`config.mk`:
```
export PLATFORM = sky130hd
export DESIGN_NAME = atss_regs
export DESIGN_NICKNAME = d
export VERILOG_FILES = /design/src/atss_pkg.sv /design/src/atss_axil_slave.sv /design/src/atss_regs.sv /design/src/atss_trigger_map.sv
export SDC_FILE = /design/constraint.sdc
export NUM_CORES = 1
export LEC_CHECK = 0
export ABC_AREA = 1
export BUFFER_PORTS_ARGS = -buffer_cell sky130_fd_sc_hd__buf_4
export CAP_MARGIN = 20
export CORE_ASPECT_RATIO = 0.6
export CORE_MARGIN = 2
export CORE_UTILIZATION = 40
export DETAILED_ROUTE_END_ITERATION = 7
export PLACE_DENSITY = 0.66
export SKIP_LAST_GASP = 1
export SYNTH_ARGS = -nofsm -noshare
export SYNTH_HDL_FRONTEND = slang
export SYNTH_SLANG_ARGS = --single-unit
```
`constraint.sdc`:
```
create_clock -name aclk -period 2.6 [get_ports aclk]
set_input_delay 0.13 -clock aclk [delete_from_list [all_inputs] [get_ports aclk]]
set_output_delay 0.13 -clock aclk [all_outputs]
set_load 0.05 [all_outputs]
```
`src/atss_pkg.sv`:
```
// Package with register map, field layout and shared types of the converter trigger block.
// Overview of operation
// - A one written to the request bit starts a conversion of the selected input.
// - The single-input request bit clears itself on the clock cycle after it was set.
// - While the level trigger bit is one, every input whose source names it is triggered.
// - Setting the pulse trigger bit triggers every input whose source selects it.
// - The global pulse trigger bit returns to zero on the cycle after it was set.
// - Codes 0-7 select external inputs, 8-11 internal inputs; higher codes are reserved.
// - Mode bit 2n+1 selects differential conversion for input n.
// - Mode bit 2n selects signed result format for input n.
// - An interrupt enable bit lets its input's ready flag raise the shared interrupt.
// - A scan select bit includes its input in the common scan.
// - A ready flag sets when its result lands and clears when its data register is read.
// - Comparator enable bits 11:0 pass results of inputs 0 to 11 to the comparator.
`default_nettype none
package atss_pkg;
    localparam int          NUM_INPUTS    = 12;
    localparam int          SEL_W         = 6;
    localparam int          TRG_W         = 5;
    localparam int          ADDR_W        = 16;
    // Software trigger control register is placed by this block.
    localparam logic [15:0] OFS_SW_TRIG   = 16'h1430;
    localparam logic [15:0] OFS_IN_MODE   = 16'h1440;
    localparam logic [15:0] OFS_IRQ_EN    = 16'h1480;
    localparam logic [15:0] OFS_SCAN_SEL  = 16'h14a0;
    localparam logic [15:0] OFS_READY     = 16'h14c0;
    localparam logic [15:0] OFS_CMP_EN    = 16'h14e0;
    localparam int          BIT_REQ       = 8;
    localparam int          BIT_GLVL      = 7;
    localparam int          BIT_GPLS      = 6;
    localparam logic [5:0]  SEL_MAX       = 6'h0b;
    localparam logic [4:0]  TRG_NONE      = 5'h00;
    localparam logic [4:0]  TRG_GPLS      = 5'h01;
    localparam logic [4:0]  TRG_GLVL      = 5'h02;
    localparam logic [4:0]  TRG_SCAN      = 5'h03;
    localparam logic [31:0] REG_RESET     = 32'h0000_0000;
    localparam logic [1:0]  RESP_OKAY     = 2'b00;
    localparam logic [1:0]  RESP_SLVERR   = 2'b10;

    typedef struct packed {
        logic [NUM_INPUTS-1:0] two_wire_input_mode;
        logic [NUM_INPUTS-1:0] sign;
        logic [NUM_INPUTS-1:0] irq_en;
        logic [NUM_INPUTS-1:0] scan;
        logic [NUM_INPUTS-1:0] cmp_en;
    } atss_cfg_t;

    typedef struct packed {
        logic             req;
        logic [SEL_W-1:0] sel;
        logic             sel_ok;
    } atss_single_t;
endpackage : atss_pkg
`default_nettype wire

```
`src/atss_axil_slave.sv`:
```
// AXI4-Lite slave front end: holds one write and one read, presents single-cycle strobes.
`default_nettype none
module atss_axil_slave
    import atss_pkg::*;
(
    // Clock and reset
    input  wire logic              aclk,
    input  wire logic              aresetn,
    // Write channels
    input  wire logic [ADDR_W-1:0] s_awaddr,
    input  wire logic              s_awvalid,
    output logic                   s_awready,
    input  wire logic [31:0]       s_wdata,
    input  wire logic [3:0]        s_wstrb,
    input  wire logic              s_wvalid,
    output logic                   s_wready,
    output logic [1:0]             s_bresp,
    output logic                   s_bvalid,
    input  wire logic              s_bready,
    // Read channels
    input  wire logic [ADDR_W-1:0] s_araddr,
    input  wire logic              s_arvalid,
    output logic                   s_arready,
    output logic [31:0]            s_rdata,
    output logic [1:0]             s_rresp,
    output logic                   s_rvalid,
    input  wire logic              s_rready,
    // Register strobes
    output logic                   wr_stb,
    output logic [ADDR_W-1:0]      wr_addr,
    output logic [31:0]            wr_data,
    output logic [3:0]             wr_strb,
    input  wire logic              wr_ok,
    output logic                   rd_stb,
    output logic [ADDR_W-1:0]      rd_addr,
    input  wire logic [31:0]       rd_data,
    input  wire logic              rd_ok
);
    logic              aw_have_r, aw_have_nxt, w_have_r, w_have_nxt;
    logic [ADDR_W-1:0] awaddr_r, awaddr_nxt;
    logic [31:0]       wdata_r, wdata_nxt, rdata_r, rdata_nxt;
    logic [3:0]        wstrb_r, wstrb_nxt;
    logic              bvalid_r, bvalid_nxt, rvalid_r, rvalid_nxt;
    logic [1:0]        bresp_r, bresp_nxt, rresp_r, rresp_nxt;

    assign s_awready = !aw_have_r && !bvalid_r;
    assign s_wready  = !w_have_r && !bvalid_r;
    assign s_arready = !rvalid_r;
    assign s_bvalid  = bvalid_r;
    assign s_bresp   = bresp_r;
    assign s_rvalid  = rvalid_r;
    assign s_rresp   = rresp_r;
    assign s_rdata   = rdata_r;
    assign wr_stb    = aw_have_r && w_have_r;
    assign wr_addr   = awaddr_r;
    assign wr_data   = wdata_r;
    assign wr_strb   = wstrb_r;
    assign rd_stb    = s_arvalid && s_arready;
    assign rd_addr   = s_araddr;

    always_comb begin
        aw_have_nxt = aw_have_r;
        w_have_nxt  = w_have_r;
        awaddr_nxt  = awaddr_r;
        wdata_nxt   = wdata_r;
        wstrb_nxt   = wstrb_r;
        bvalid_nxt  = bvalid_r;
        bresp_nxt   = bresp_r;
        rvalid_nxt  = rvalid_r;
        rresp_nxt   = rresp_r;
        rdata_nxt   = rdata_r;
        if (s_awvalid && s_awready) begin
            aw_have_nxt = 1'b1;
            awaddr_nxt  = s_awaddr;
        end
        if (s_wvalid && s_wready) begin
            w_have_nxt = 1'b1;
            wdata_nxt  = s_wdata;
            wstrb_nxt  = s_wstrb;
        end
        if (wr_stb) begin
            aw_have_nxt = 1'b0;
            w_have_nxt  = 1'b0;
            bvalid_nxt  = 1'b1;
            bresp_nxt   = wr_ok ? RESP_OKAY : RESP_SLVERR;
        end else if (bvalid_r && s_bready) begin
            bvalid_nxt = 1'b0;
        end
        if (rd_stb) begin
            rvalid_nxt = 1'b1;
            rdata_nxt  = rd_data;
            rresp_nxt  = rd_ok ? RESP_OKAY : RESP_SLVERR;
        end else if (rvalid_r && s_rready) begin
            rvalid_nxt = 1'b0;
        end
    end

    always_ff @(posedge aclk) begin
        if (!aresetn) begin
            aw_have_r <= 1'b0;
            w_have_r  <= 1'b0;
            awaddr_r  <= '0;
            wdata_r   <= REG_RESET;
            wstrb_r   <= '0;
            bvalid_r  <= 1'b0;
            bresp_r   <= RESP_OKAY;
            rvalid_r  <= 1'b0;
            rresp_r   <= RESP_OKAY;
            rdata_r   <= REG_RESET;
        end else begin
            aw_have_r <= aw_have_nxt;
            w_have_r  <= w_have_nxt;
            awaddr_r  <= awaddr_nxt;
            wdata_r   <= wdata_nxt;
            wstrb_r   <= wstrb_nxt;
            bvalid_r  <= bvalid_nxt;
            bresp_r   <= bresp_nxt;
            rvalid_r  <= rvalid_nxt;
            rresp_r   <= rresp_nxt;
            rdata_r   <= rdata_nxt;
        end
    end
endmodule // atss_axil_slave
`default_nettype wire

```
`src/atss_regs.sv`:
```
// Top of the converter trigger, scan, mode and status register block.
`default_nettype none
module atss_regs
    import atss_pkg::*;
(
    // Clock and reset
    input  wire logic                    aclk,
    input  wire logic                    aresetn,
    // AXI4-Lite write
    input  wire logic [ADDR_W-1:0]       s_awaddr,
    input  wire logic                    s_awvalid,
    output logic                         s_awready,
    input  wire logic [31:0]             s_wdata,
    input  wire logic [3:0]              s_wstrb,
    input  wire logic                    s_wvalid,
    output logic                         s_wready,
    output logic [1:0]                   s_bresp,
    output logic                         s_bvalid,
    input  wire logic                    s_bready,
    // AXI4-Lite read
    input  wire logic [ADDR_W-1:0]       s_araddr,
    input  wire logic                    s_arvalid,
    output logic                         s_arready,
    output logic [31:0]                  s_rdata,
    output logic [1:0]                   s_rresp,
    output logic                         s_rvalid,
    input  wire logic                    s_rready,
    // Trigger sources from the trigger registers
    input  wire logic [NUM_INPUTS*TRG_W-1:0] input_trigger_source,
    input  wire logic [TRG_W-1:0]        scan_trigger_source,
    // Converter core
    input  wire logic [NUM_INPUTS-1:0]   result_landed,
    input  wire logic [NUM_INPUTS-1:0]   data_reg_read,
    output atss_single_t                 single_req,
    output logic [NUM_INPUTS-1:0]        input_trigger,
    output atss_cfg_t                    cfg,
    output logic [NUM_INPUTS-1:0]        comparator_feed,
    output logic                         converter_irq
);
    logic              wr_stb, wr_ok, rd_stb, rd_ok;
    logic [ADDR_W-1:0] wr_addr, rd_addr;
    logic [31:0]       wr_data, rd_data;
    logic [3:0]        wr_strb;
    logic [31:0]       wmask;

    logic                  req_r, req_nxt, glvl_r, glvl_nxt, gpls_r, gpls_nxt;
    logic [SEL_W-1:0]      sel_r, sel_nxt;
    logic [2*NUM_INPUTS-1:0] mode_r, mode_nxt;
    logic [NUM_INPUTS-1:0] irq_en_r, irq_en_nxt, scan_r, scan_nxt;
    logic [NUM_INPUTS-1:0] cmp_r, cmp_nxt, rdy_r, rdy_nxt;
    logic [NUM_INPUTS-1:0] trig_raw;
    logic [31:0]           trig_reg;
    logic [31:0]           wr_merged;

    atss_axil_slave u_bus (
        .aclk      (aclk),
        .aresetn   (aresetn),
        .s_awaddr  (s_awaddr),
        .s_awvalid (s_awvalid),
        .s_awready (s_awready),
        .s_wdata   (s_wdata),
        .s_wstrb   (s_wstrb),
        .s_wvalid  (s_wvalid),
        .s_wready  (s_wready),
        .s_bresp   (s_bresp),
        .s_bvalid  (s_bvalid),
        .s_bready  (s_bready),
        .s_araddr  (s_araddr),
        .s_arvalid (s_arvalid),
        .s_arready (s_arready),
        .s_rdata   (s_rdata),
        .s_rresp   (s_rresp),
        .s_rvalid  (s_rvalid),
        .s_rready  (s_rready),
        .wr_stb    (wr_stb),
        .wr_addr   (wr_addr),
        .wr_data   (wr_data),
        .wr_strb   (wr_strb),
        .wr_ok     (wr_ok),
        .rd_stb    (rd_stb),
        .rd_addr   (rd_addr),
        .rd_data   (rd_data),
        .rd_ok     (rd_ok)
    );

    atss_trigger_map #(
        .N (NUM_INPUTS)
    ) u_trig (
        .glvl                 (glvl_r),
        .gpls                 (gpls_r),
        .input_trigger_source (input_trigger_source),
        .scan_trigger_source  (scan_trigger_source),
        .scan_member          (scan_r),
        .trig                 (trig_raw)
    );

    genvar b;
    generate
        for (b = 0; b < 4; b++) begin : g_lane
            assign wmask[b*8 +: 8] = {8{wr_strb[b]}};
        end
    endgenerate

    assign trig_reg = {23'h000000, req_r, glvl_r, gpls_r, sel_r};

    // Byte-lane merge against the trigger register view only; other registers are 12 or 24 bits.
    assign wr_merged = (wr_data & wmask) | (trig_reg & ~wmask);

    always_comb begin
        wr_ok = 1'b1;
        if (wr_addr == OFS_SW_TRIG) begin
            wr_ok = 1'b1;
        end else if (wr_addr == OFS_IN_MODE || wr_addr == OFS_IRQ_EN) begin
            wr_ok = 1'b1;
        end else if (wr_addr == OFS_SCAN_SEL || wr_addr == OFS_CMP_EN) begin
            wr_ok = 1'b1;
        end else if (wr_addr == OFS_READY) begin
            wr_ok = 1'b1;
        end else begin
            wr_ok = 1'b0;
        end
    end

    always_comb begin
        rd_ok   = 1'b1;
        rd_data = REG_RESET;
        if (rd_addr == OFS_SW_TRIG) begin
            rd_data = trig_reg;
        end else if (rd_addr == OFS_IN_MODE) begin
            rd_data = {8'h00, mode_r};
        end else if (rd_addr == OFS_IRQ_EN) begin
            rd_data = {20'h00000, irq_en_r};
        end else if (rd_addr == OFS_SCAN_SEL) begin
            rd_data = {20'h00000, scan_r};
        end else if (rd_addr == OFS_READY) begin
            rd_data = {20'h00000, rdy_r};
        end else if (rd_addr == OFS_CMP_EN) begin
            rd_data = {20'h00000, cmp_r};
        end else begin
            rd_ok = 1'b0;
        end
    end

    always_comb begin
        req_nxt    = 1'b0;
        gpls_nxt   = 1'b0;
        glvl_nxt   = glvl_r;
        sel_nxt    = sel_r;
        mode_nxt   = mode_r;
        irq_en_nxt = irq_en_r;
        scan_nxt   = scan_r;
        cmp_nxt    = cmp_r;
        // A result landing in the same cycle as its read keeps the flag set.
        rdy_nxt    = (rdy_r & ~data_reg_read) | result_landed;
        if (wr_stb) begin
            if (wr_addr == OFS_SW_TRIG) begin
                req_nxt  = wr_merged[BIT_REQ];
                glvl_nxt = wr_merged[BIT_GLVL];
                gpls_nxt = wr_merged[BIT_GPLS];
                sel_nxt  = wr_merged[SEL_W-1:0];
            end else if (wr_addr == OFS_IN_MODE) begin
                mode_nxt = (wr_data[2*NUM_INPUTS-1:0] & wmask[2*NUM_INPUTS-1:0]) |
                           (mode_r & ~wmask[2*NUM_INPUTS-1:0]);
            end else if (wr_addr == OFS_IRQ_EN) begin
                irq_en_nxt = (wr_data[NUM_INPUTS-1:0] & wmask[NUM_INPUTS-1:0]) |
                             (irq_en_r & ~wmask[NUM_INPUTS-1:0]);
            end else if (wr_addr == OFS_SCAN_SEL) begin
                scan_nxt = (wr_data[NUM_INPUTS-1:0] & wmask[NUM_INPUTS-1:0]) |
                           (scan_r & ~wmask[NUM_INPUTS-1:0]);
            end else if (wr_addr == OFS_CMP_EN) begin
                cmp_nxt = (wr_data[NUM_INPUTS-1:0] & wmask[NUM_INPUTS-1:0]) |
                          (cmp_r & ~wmask[NUM_INPUTS-1:0]);
            end
        end
    end

    always_ff @(posedge aclk) begin
        if (!aresetn) begin
            req_r    <= 1'b0;
            glvl_r   <= 1'b0;
            gpls_r   <= 1'b0;
            sel_r    <= '0;
            mode_r   <= '0;
            irq_en_r <= '0;
            scan_r   <= '0;
            cmp_r    <= '0;
            rdy_r    <= '0;
        end else begin
            req_r    <= req_nxt;
            glvl_r   <= glvl_nxt;
            gpls_r   <= gpls_nxt;
            sel_r    <= sel_nxt;
            mode_r   <= mode_nxt;
            irq_en_r <= irq_en_nxt;
            scan_r   <= scan_nxt;
            cmp_r    <= cmp_nxt;
            rdy_r    <= rdy_nxt;
        end
    end

    genvar n;
    generate
        for (n = 0; n < NUM_INPUTS; n++) begin : g_mode
            assign cfg.two_wire_input_mode[n] = mode_r[2*n+1];
            assign cfg.sign[n] = mode_r[2*n];
        end
    endgenerate

    assign cfg.irq_en = irq_en_r;
    assign cfg.scan   = scan_r;
    assign cfg.cmp_en = cmp_r;

    // Reserved select codes still reach the core on sel, but the request is raised with sel_ok low.
    assign single_req.req    = req_r;
    assign single_req.sel    = sel_r;
    assign single_req.sel_ok = (sel_r <= SEL_MAX);

    assign input_trigger   = trig_raw;
    assign comparator_feed = cmp_r & result_landed;
    assign converter_irq   = |(rdy_r & irq_en_r);
endmodule // atss_regs
`default_nettype wire

```
`src/atss_trigger_map.sv`:
```
// Per-input trigger decode from the software triggers and each input's trigger source.
`default_nettype none
module atss_trigger_map
    import atss_pkg::*;
#(
    parameter int N = NUM_INPUTS
) (
    // Software triggers
    input  wire logic           glvl,
    input  wire logic           gpls,
    // Per-input sources
    input  wire logic [N*TRG_W-1:0] input_trigger_source,
    input  wire logic [TRG_W-1:0]   scan_trigger_source,
    input  wire logic [N-1:0]   scan_member,
    // Result
    output logic [N-1:0]        trig
);
    logic scan_fire;

    assign scan_fire = (scan_trigger_source == TRG_GLVL && glvl) ||
                       (scan_trigger_source == TRG_GPLS && gpls);

    genvar i;
    generate
        for (i = 0; i < N; i++) begin : g_in
            logic [TRG_W-1:0] src;
            assign src = input_trigger_source[i*TRG_W +: TRG_W];
            assign trig[i] = (src == TRG_GLVL && glvl) ||
                             (src == TRG_GPLS && gpls) ||
                             (src == TRG_SCAN && scan_member[i] && scan_fire);
        end
    endgenerate
endmodule // atss_trigger_map
`default_nettype wire

```
-- Word level (Yosys, flattened, before mapping)
Cells that the tools add are included.
- bits in registers: 164
- input bits: 164
- output and inout bits: 134
- word-level logic and storage cells: 217
- order comparisons: 1
- equality and inequality tests: 50
- multiplexer cells: 22
- bitwise gates (word level): 26
- reduce and logical (&&, ||, !) cells: 99
- operators with widths (cell ; count):
    $eq A16 B13 Y1 const B ; 12
    $eq A5 B2 Y1 const B ; 25
    $and A12 B12 Y12 ; 7
    $eq A5 B1 Y1 const B ; 13
    $logic_and A1 B1 Y1 ; 58
    $and A24 B24 Y24 ; 2
    $mux W12 ; 4
    $mux W24 ; 2
    $or A12 B12 Y12 ; 4
    $logic_or A1 B1 Y1 ; 27
    $not A12 Y12 ; 2
    $not A24 Y24 ; 1
    $or A24 B24 Y24 ; 1
    $and A9 B9 Y9 ; 2
    $mux W1 ; 14
    $reduce_or A12 Y1 ; 1
    $not A9 Y9 ; 1
    $or A9 B9 Y9 ; 1
    $le A6 B4 Y1 const B ; 1
    $reduce_and A3 Y1 ; 2
    $reduce_and A6 Y1 ; 1
    $not A1 Y1 ; 5
    $reduce_and A5 Y1 ; 1
    $logic_not A1 Y1 ; 4
    5 further kinds ; 7

-- Depth between registers and ports, before layout
Gate-level depths: netlist of the first run.
- depth after elaboration: 8
- mapped depth: 12
- gate-level depth less buffers: 11

-- By module
A second synthesis of the first run with hierarchy kept.
- cell total of the unflattened synthesis: 1353
- area total of the unflattened synthesis: 8993.6 um^2
- modules (own cells, without submodules) (module ; instances ; cells an instance ; area an instance (um^2)):
    atss_regs ; 1 ; 688 ; 4516.8
    atss_axil_slave ; 1 ; 530 ; 3798.6
    atss_trigger_map ; 1 ; 135 ; 678.2

-- Least setup slack after synthesis of the first run
Ideal clock, no wire load.
- kind: flip-flop to output port
- from: reg with a tool-made name
- to: out input_trigger[0]
- arrival time: 2.204 ns
- required time: 2.470 ns
- slack: 0.266 ns
- cell stages (with the launch flop): 7
- buffers on the path: 1
- cells stage by stage: dfxtp_1 > inv_1 > o21bai_1 > nand3_1 > clkbuf_1 > o211ai_1 > nor3b_1
- RTL lines (what ; line ; text):
    end, declared ; atss_regs.sv:35 ; output logic [NUM_INPUTS-1:0] input_trigger,

==> results.sh, run 1 <==
export IMPL_n_antenna_cell=0
export IMPL_critPathKind="reg2out"
export IMPL_min_from="s_awaddr[4]"
export IMPL_setup_violations_final=0
export IMPL_seq_area_frac_synth=0.436
export IMPL_min_path_type="in2reg"
export IMPL_synth_top_cell_area_share=0.436
export IMPL_worstSetupStartpointType="flop"
export IMPL_drc=0
export IMPL_setup_tns_ns=0
export IMPL_rsz0062_at_grt="no"
export IMPL_gr_total_overflow=0
export IMPL_start_util=0.410
export IMPL_synth_area_per_cell_sq_um=7.03
export IMPL_dieHeight_um=107
export IMPL_path_clk_slew_ns=0.07
export IMPL_grt_pass1_wl_mm=39.0
export IMPL_finalCritPeriodShare=0.898
export IMPL_drt_iter0_drc=792
export IMPL_maxSlewHeadroom=0.470
export IMPL_cts_setup_buffers=0
export IMPL_ir_worst_vdd_mv=0.480
export IMPL_synthesis_area_sq_um=7060
export IMPL_wire_per_inst_um=16.1
export IMPL_setup_ws_ns=0.264
export IMPL_max_clock_path_buffers=2
export IMPL_final_area_sq_um=10400
export IMPL_hold_slack_ns=0.00950
export IMPL_arrival_ns=2.21
export IMPL_pre_cts_slack_ns=0.568
export IMPL_hold_path_endpoint="u_bus.wr_addr[4]"
export IMPL_p_leak_nw=4.59
export IMPL_place_area_sq_um=9330
export IMPL_dpl_hpwl_mm=18.7
export IMPL_r2r_slack_ns=0.61
export IMPL_p_total_mw=5.72
export IMPL_die_area_sq_um=18800
export IMPL_path_max_fanout=14
export IMPL_netlist_instances=1005
export IMPL_grt_total_usage=0.264
export IMPL_yosysTopAreaCell="dfxtp_1"
export IMPL_ys_types=35
export IMPL_drtAntennaViolNets=0
export IMPL_final_common_cell="buf_4"
export IMPL_ys_ff_latch=154
export IMPL_regToRegStartpoint="u_bus.wr_addr[13]"
export IMPL_antenna_found_initial=0
export IMPL_rr_worst_depth=9
export IMPL_power_density_nw_per_um2=548
export IMPL_grt_pass1_vias=7315
export IMPL_dieWidth_um=176
export IMPL_outcome="finished, final reports clean"
export IMPL_place_congestion=0.857
export IMPL_wl_mm=25.2
export IMPL_synth_warnings=0
export IMPL_clock_latency_ns=0.43
export IMPL_vias=7999
export IMPL_first_pass_iters=5
export IMPL_clockRootBuffer="clkbuf_16"
export IMPL_fmax_mhz=428
export IMPL_hold_viol_final=0
export IMPL_numCtsBuffers=17
export IMPL_placementRows=37
export IMPL_num_io_pins=298
export IMPL_core_area_sq_um=17200
export IMPL_cts_max_level=4
export IMPL_area_growth_syn_to_layout_pct=47.9
export IMPL_min_path_cells=3
export IMPL_tightestPinTransition_ns=0.794
export IMPL_grt_max_degree=64
export IMPL_layout_common_cells="buf_4, nand2_1, dfxtp_1"
export IMPL_cts_tree="yes"
export IMPL_cp_end_kind="output port"
export IMPL_fin_nets=1482
export IMPL_layout_drive_gt1_share=0.261
export IMPL_viasPerCell=5.11
export IMPL_post_route_min_period_ns=2.34
export IMPL_cts_sinks=154
export IMPL_drv_slew=0
export IMPL_worstPathRequired_ns=2.47
export IMPL_maxCapViolCount=0
export IMPL_skew_ns=0.0184
export IMPL_synthTopCellsByArea="dfxtp_1, a21oi_1, nand2_1"
export IMPL_io_buffers=278
## synthesized netlist by cell type
cell       number
a211oi_2        1
a311oi_1        1
nor3_1         17
a221oi_1        3
o21a_1          4
nand3b_1        1
nor2_2          5
and2_1          1
nand3_1        63
clkinv_1        1
buf_1           1
buf_2           8
dfxtp_1       154
nor2_1        142
o21ai_0        78
buf_4          14
buf_6           2
a22o_1          3
nand4_1        52
nand2_1       169
inv_2           5
o2111ai_1       1
nand2_2         2
or2_2           1
a21oi_1       127
nor3b_1        11
conb_1          1
nor2b_1         1
nor3_4          2
o21bai_1        2
o211ai_1       12
nor2_4          1
inv_1          79
clkbuf_1       39
a211oi_1        1
## logic make-up (layout without fill, tap and decap cells)
family	Yosys count	count (layout)	synth area share
AOI/OAI and AO/OA	233	233	0.177
other	1	10	0.000531
and+or+nand+nor	468	468	0.296
buffers and inverters	149	466	0.0902
DFF	154	154	0.436
## cell type report
class                           instances  area [sq um]
Sequential cell                       154          3080
Inverter                               85           319
Multi-Input combinational cell        711          3380
Tap cell                              234           293
Fill cell                            1659          6770
Timing Repair Buffer                  349          2780
Clock inverter                         15           170
Clock buffer                           17           425
## per-layer routing
metal,part of all wire,GRT usage
met5,0,0
met2,0.43,0.405
met4,0.0095,0.0573
met1,0.47,0.382
met3,0.090,0.0557
## through the flow
step / util / cells
2_1_floorplan: - / 1014
3_3_place_gp: 0.542 / 1481
3_5_place_dp: 0.542 / 1481
4_1_cts: 0.606 / 1565
5_1_grt: 0.607 / 1565
6_report: 0.607 / 1565
## worst max-delay path by stage
stage	endpoint	slack, ns	cells after the start
global route	input_trigger[0]	0.04	7
CTS	input_trigger[2]	0.09	7
global placement	input_trigger[6]	0.61	7
finish	input_trigger[2]	0.26	7
detailed placement	input_trigger[2]	0.57	7
floorplan	input_trigger[0]	0.27	6
## repair_timing
action / in CTS / in global routing
hold buffers: 52 / 0
endpoints found under the setup margin: 0 / 11
resized for setup: 0 / 1
endpoints found under the hold margin: 49 / 0
## critical path, stage by stage (launching register included)
cell and delay, ns:
dfxtp_1 0.31, buf_4 0.20, inv_1 0.08, o21bai_1 0.20, nand3_2 0.27, o211ai_1 0.26
nor3b_1 0.22, buf_4 0.24
## power by group
group / total (mW) / leakage (nW) / switching (mW) / internal (mW)
Combinational: 0.707 / 3.04 / 0.387 / 0.319
Clock: 2.48 / 0.293 / 1.18 / 1.30
Sequential: 2.54 / 1.26 / 0.0944 / 2.44
Total: 5.72 / 4.59 / 1.66 / 4.06
Note: power is estimated with default switching activity, not from simulation.
==> inputs of run 2 (changes only) <==
CORE_ASPECT_RATIO = default   (was 0.6)
SLEW_MARGIN = 40   (was default)
==> run 2 against run 1 <==
Clock skew is 0.0073 ns lower. Register-to-register slack better by 0.07 ns. Utilization is 0.27 points higher. Combinational power hardly changed. Clock power is 4% higher. Cell area is 0.89% higher. Routed wire length is 3.8% lower. Non-clock buffer count is 10 higher. Sequential cell count stayed put. Fmax is 1.6% lower. Hold slack better by 0.0036 ns. Critical path type unchanged. Critical endpoint is now input_trigger[7]. Largest cell class unchanged.
==> results.sh, run 2 (synthesized netlist as in run 1, its figures left out) <==
export IMPL_outcome="finished, final reports clean"
export IMPL_hold_slack_ns=0.0131
export IMPL_postCtsResizedCells=0
export IMPL_cts_max_level=4
export IMPL_multi_input_area_sq_um=3380
export IMPL_critPathKind="reg2out"
export IMPL_wire_per_inst_um=15.5
export IMPL_grt_max_degree=69
export IMPL_drv_slew=0
export IMPL_clockPowerShare=0.444
export IMPL_seqPwrFrac=0.436
export IMPL_dieWidth_um=137
export IMPL_ir_worst_vdd_mv=0.433
export IMPL_path_cells="inv_1 > o21bai_1 > nand3_1 > o211ai_1 > nor3b_1 > buf_4"
export IMPL_numCtsBuffers=17
export IMPL_placementRows=48
export IMPL_power_density_nw_per_um2=553
export IMPL_slowest_delay_ns=0.36
export IMPL_power_frac_comb=0.121
export IMPL_dpl_hpwl_mm=17.8
export IMPL_io_buffers=278
export IMPL_min_from="s_awaddr[10]"
export IMPL_grt_total_usage=0.258
export IMPL_gr_total_overflow=0
export IMPL_core_area_sq_um=17300
export IMPL_drc=0
export IMPL_min_path_type="in2reg"
export IMPL_finalCritPeriodShare=0.913
export IMPL_grt_pass1_vias=7416
export IMPL_start_util=0.408
export IMPL_maxCapViolCount=0
export IMPL_dieHeight_um=137
export IMPL_setup_tns_ns=0
export IMPL_p_leak_nw=4.63
export IMPL_path_clk_slew_ns=0.07
export IMPL_antenna_found_initial=0
export IMPL_min_path_cells=3
export IMPL_arrival_ns=2.24
export IMPL_power_switching_mw=1.52
export IMPL_grt_pass1_wl_mm=37.6
export IMPL_setup_ws_ns=0.226
export IMPL_drt_iter0_drc=497
export IMPL_rsz0062_at_grt="no"
export IMPL_seqCellArea_sq_um=3080
export IMPL_setup_violations_final=0
export IMPL_worstSetupStartpointType="flop"
export IMPL_post_route_min_period_ns=2.37
export IMPL_vias=7959
export IMPL_final_util=0.609
export IMPL_skew_ns=0.0111
export IMPL_viasPerCell=5.08
export IMPL_pre_cts_slack_ns=0.558
export IMPL_worstPathRequired_ns=2.47
export IMPL_path_max_fanout=11
export IMPL_layout_drive_gt1_share=0.256
export IMPL_wl_mm=24.2
export IMPL_p_total_mw=5.83
export IMPL_maxSlewHeadroom=0.487
export IMPL_cts_sinks=154
export IMPL_fillers=1662
export IMPL_first_pass_iters=5
export IMPL_rr_worst_depth=6
export IMPL_area_growth_syn_to_layout_pct=49.2
export IMPL_num_io_pins=298
export IMPL_fmax_mhz=421
export IMPL_n_antenna_cell=0
export IMPL_clock_latency_ns=0.43
export IMPL_max_clock_path_buffers=2
export IMPL_fin_nets=1492
export IMPL_cp_end_kind="output port"
export IMPL_cp_slowest_cell="nand3_1"
export IMPL_clockRootBuffer="clkbuf_16"
export IMPL_regToRegStartpoint="u_bus.s_bvalid"
export IMPL_cts_tree="yes"
export IMPL_layout_common_cells="buf_4, nand2_1, dfxtp_1"
export IMPL_switching_share=0.261
export IMPL_die_area_sq_um=18700
export IMPL_final_common_cell="buf_4"
export IMPL_tightestPinTransition_ns=0.767
export IMPL_place_congestion=0.833
export IMPL_hold_viol_final=0
export IMPL_p_int_mw=4.31
export IMPL_drtAntennaViolNets=0
run 2: layout make-up:
class / instances / area share
clock buffer: 18 / 0.0407
inverter: 85 / 0.0303
sequential: 154 / 0.292
multi-input combinational: 711 / 0.320
clock inverter: 14 / 0.0173
timing repair buffer: 359 / 0.272
tap: 225 / 0.0267
run 2: stage by stage:
stage,std cells,area [sq um]
after floorplan,1014,7100
after global placement,1470,9290
after detailed placement,1470,9290
after CTS,1566,10500
after global routing,1566,10500
final,1566,10500
run 2: layer usage:
metal / track usage / vias up / wire [um]
met5: 0 / - / 0
li1: - / 4008 / -
met3: 0.0515 / 49 / 1590
met1: 0.323 / 3630 / 10500
met2: 0.436 / 272 / 11400
met4: 0.0979 / 0 / 748
run 2: critical path, delay by kind of cell, from the launching register on:
| family | cells | cell delay (ns) |
|---|---|---|
| buf+inv | 2 | 0.33 |
| simple gates | 2 | 0.71 |
| flops | 1 | 0.32 |
| compound gates | 2 | 0.46 |
run 2: repair_timing:
| action | in CTS | in global routing |
|---|---|---|
| hold endpoints to repair | 54 | 0 |
| hold buffers | 64 | 0 |
| setup buffers | 0 | 0 |
| endpoints found under the setup margin | 0 | 0 |
run 2: worst paths after layout:
path	end	slack, ns
worst max-delay path	input_trigger[7]	0.23
worst min register to register	u_bus.wr_addr[10]	0.45
worst min-delay path	u_bus.wr_addr[10]	0.01
worst max register to register	u_bus.wr_data[16]	0.68
run 2: power by group through the flow:
stage | clock [mW] | sequential [mW] | combinational [mW]
after floorplan | 0 | 2.56 | 0.359
final | 2.59 | 2.54 | 0.705
after CTS | 2.62 | 2.53 | 0.704
after detailed placement | 0 | 2.59 | 0.623
after global routing | 2.73 | 2.55 | 0.781
after global placement | 0 | 2.59 | 0.613
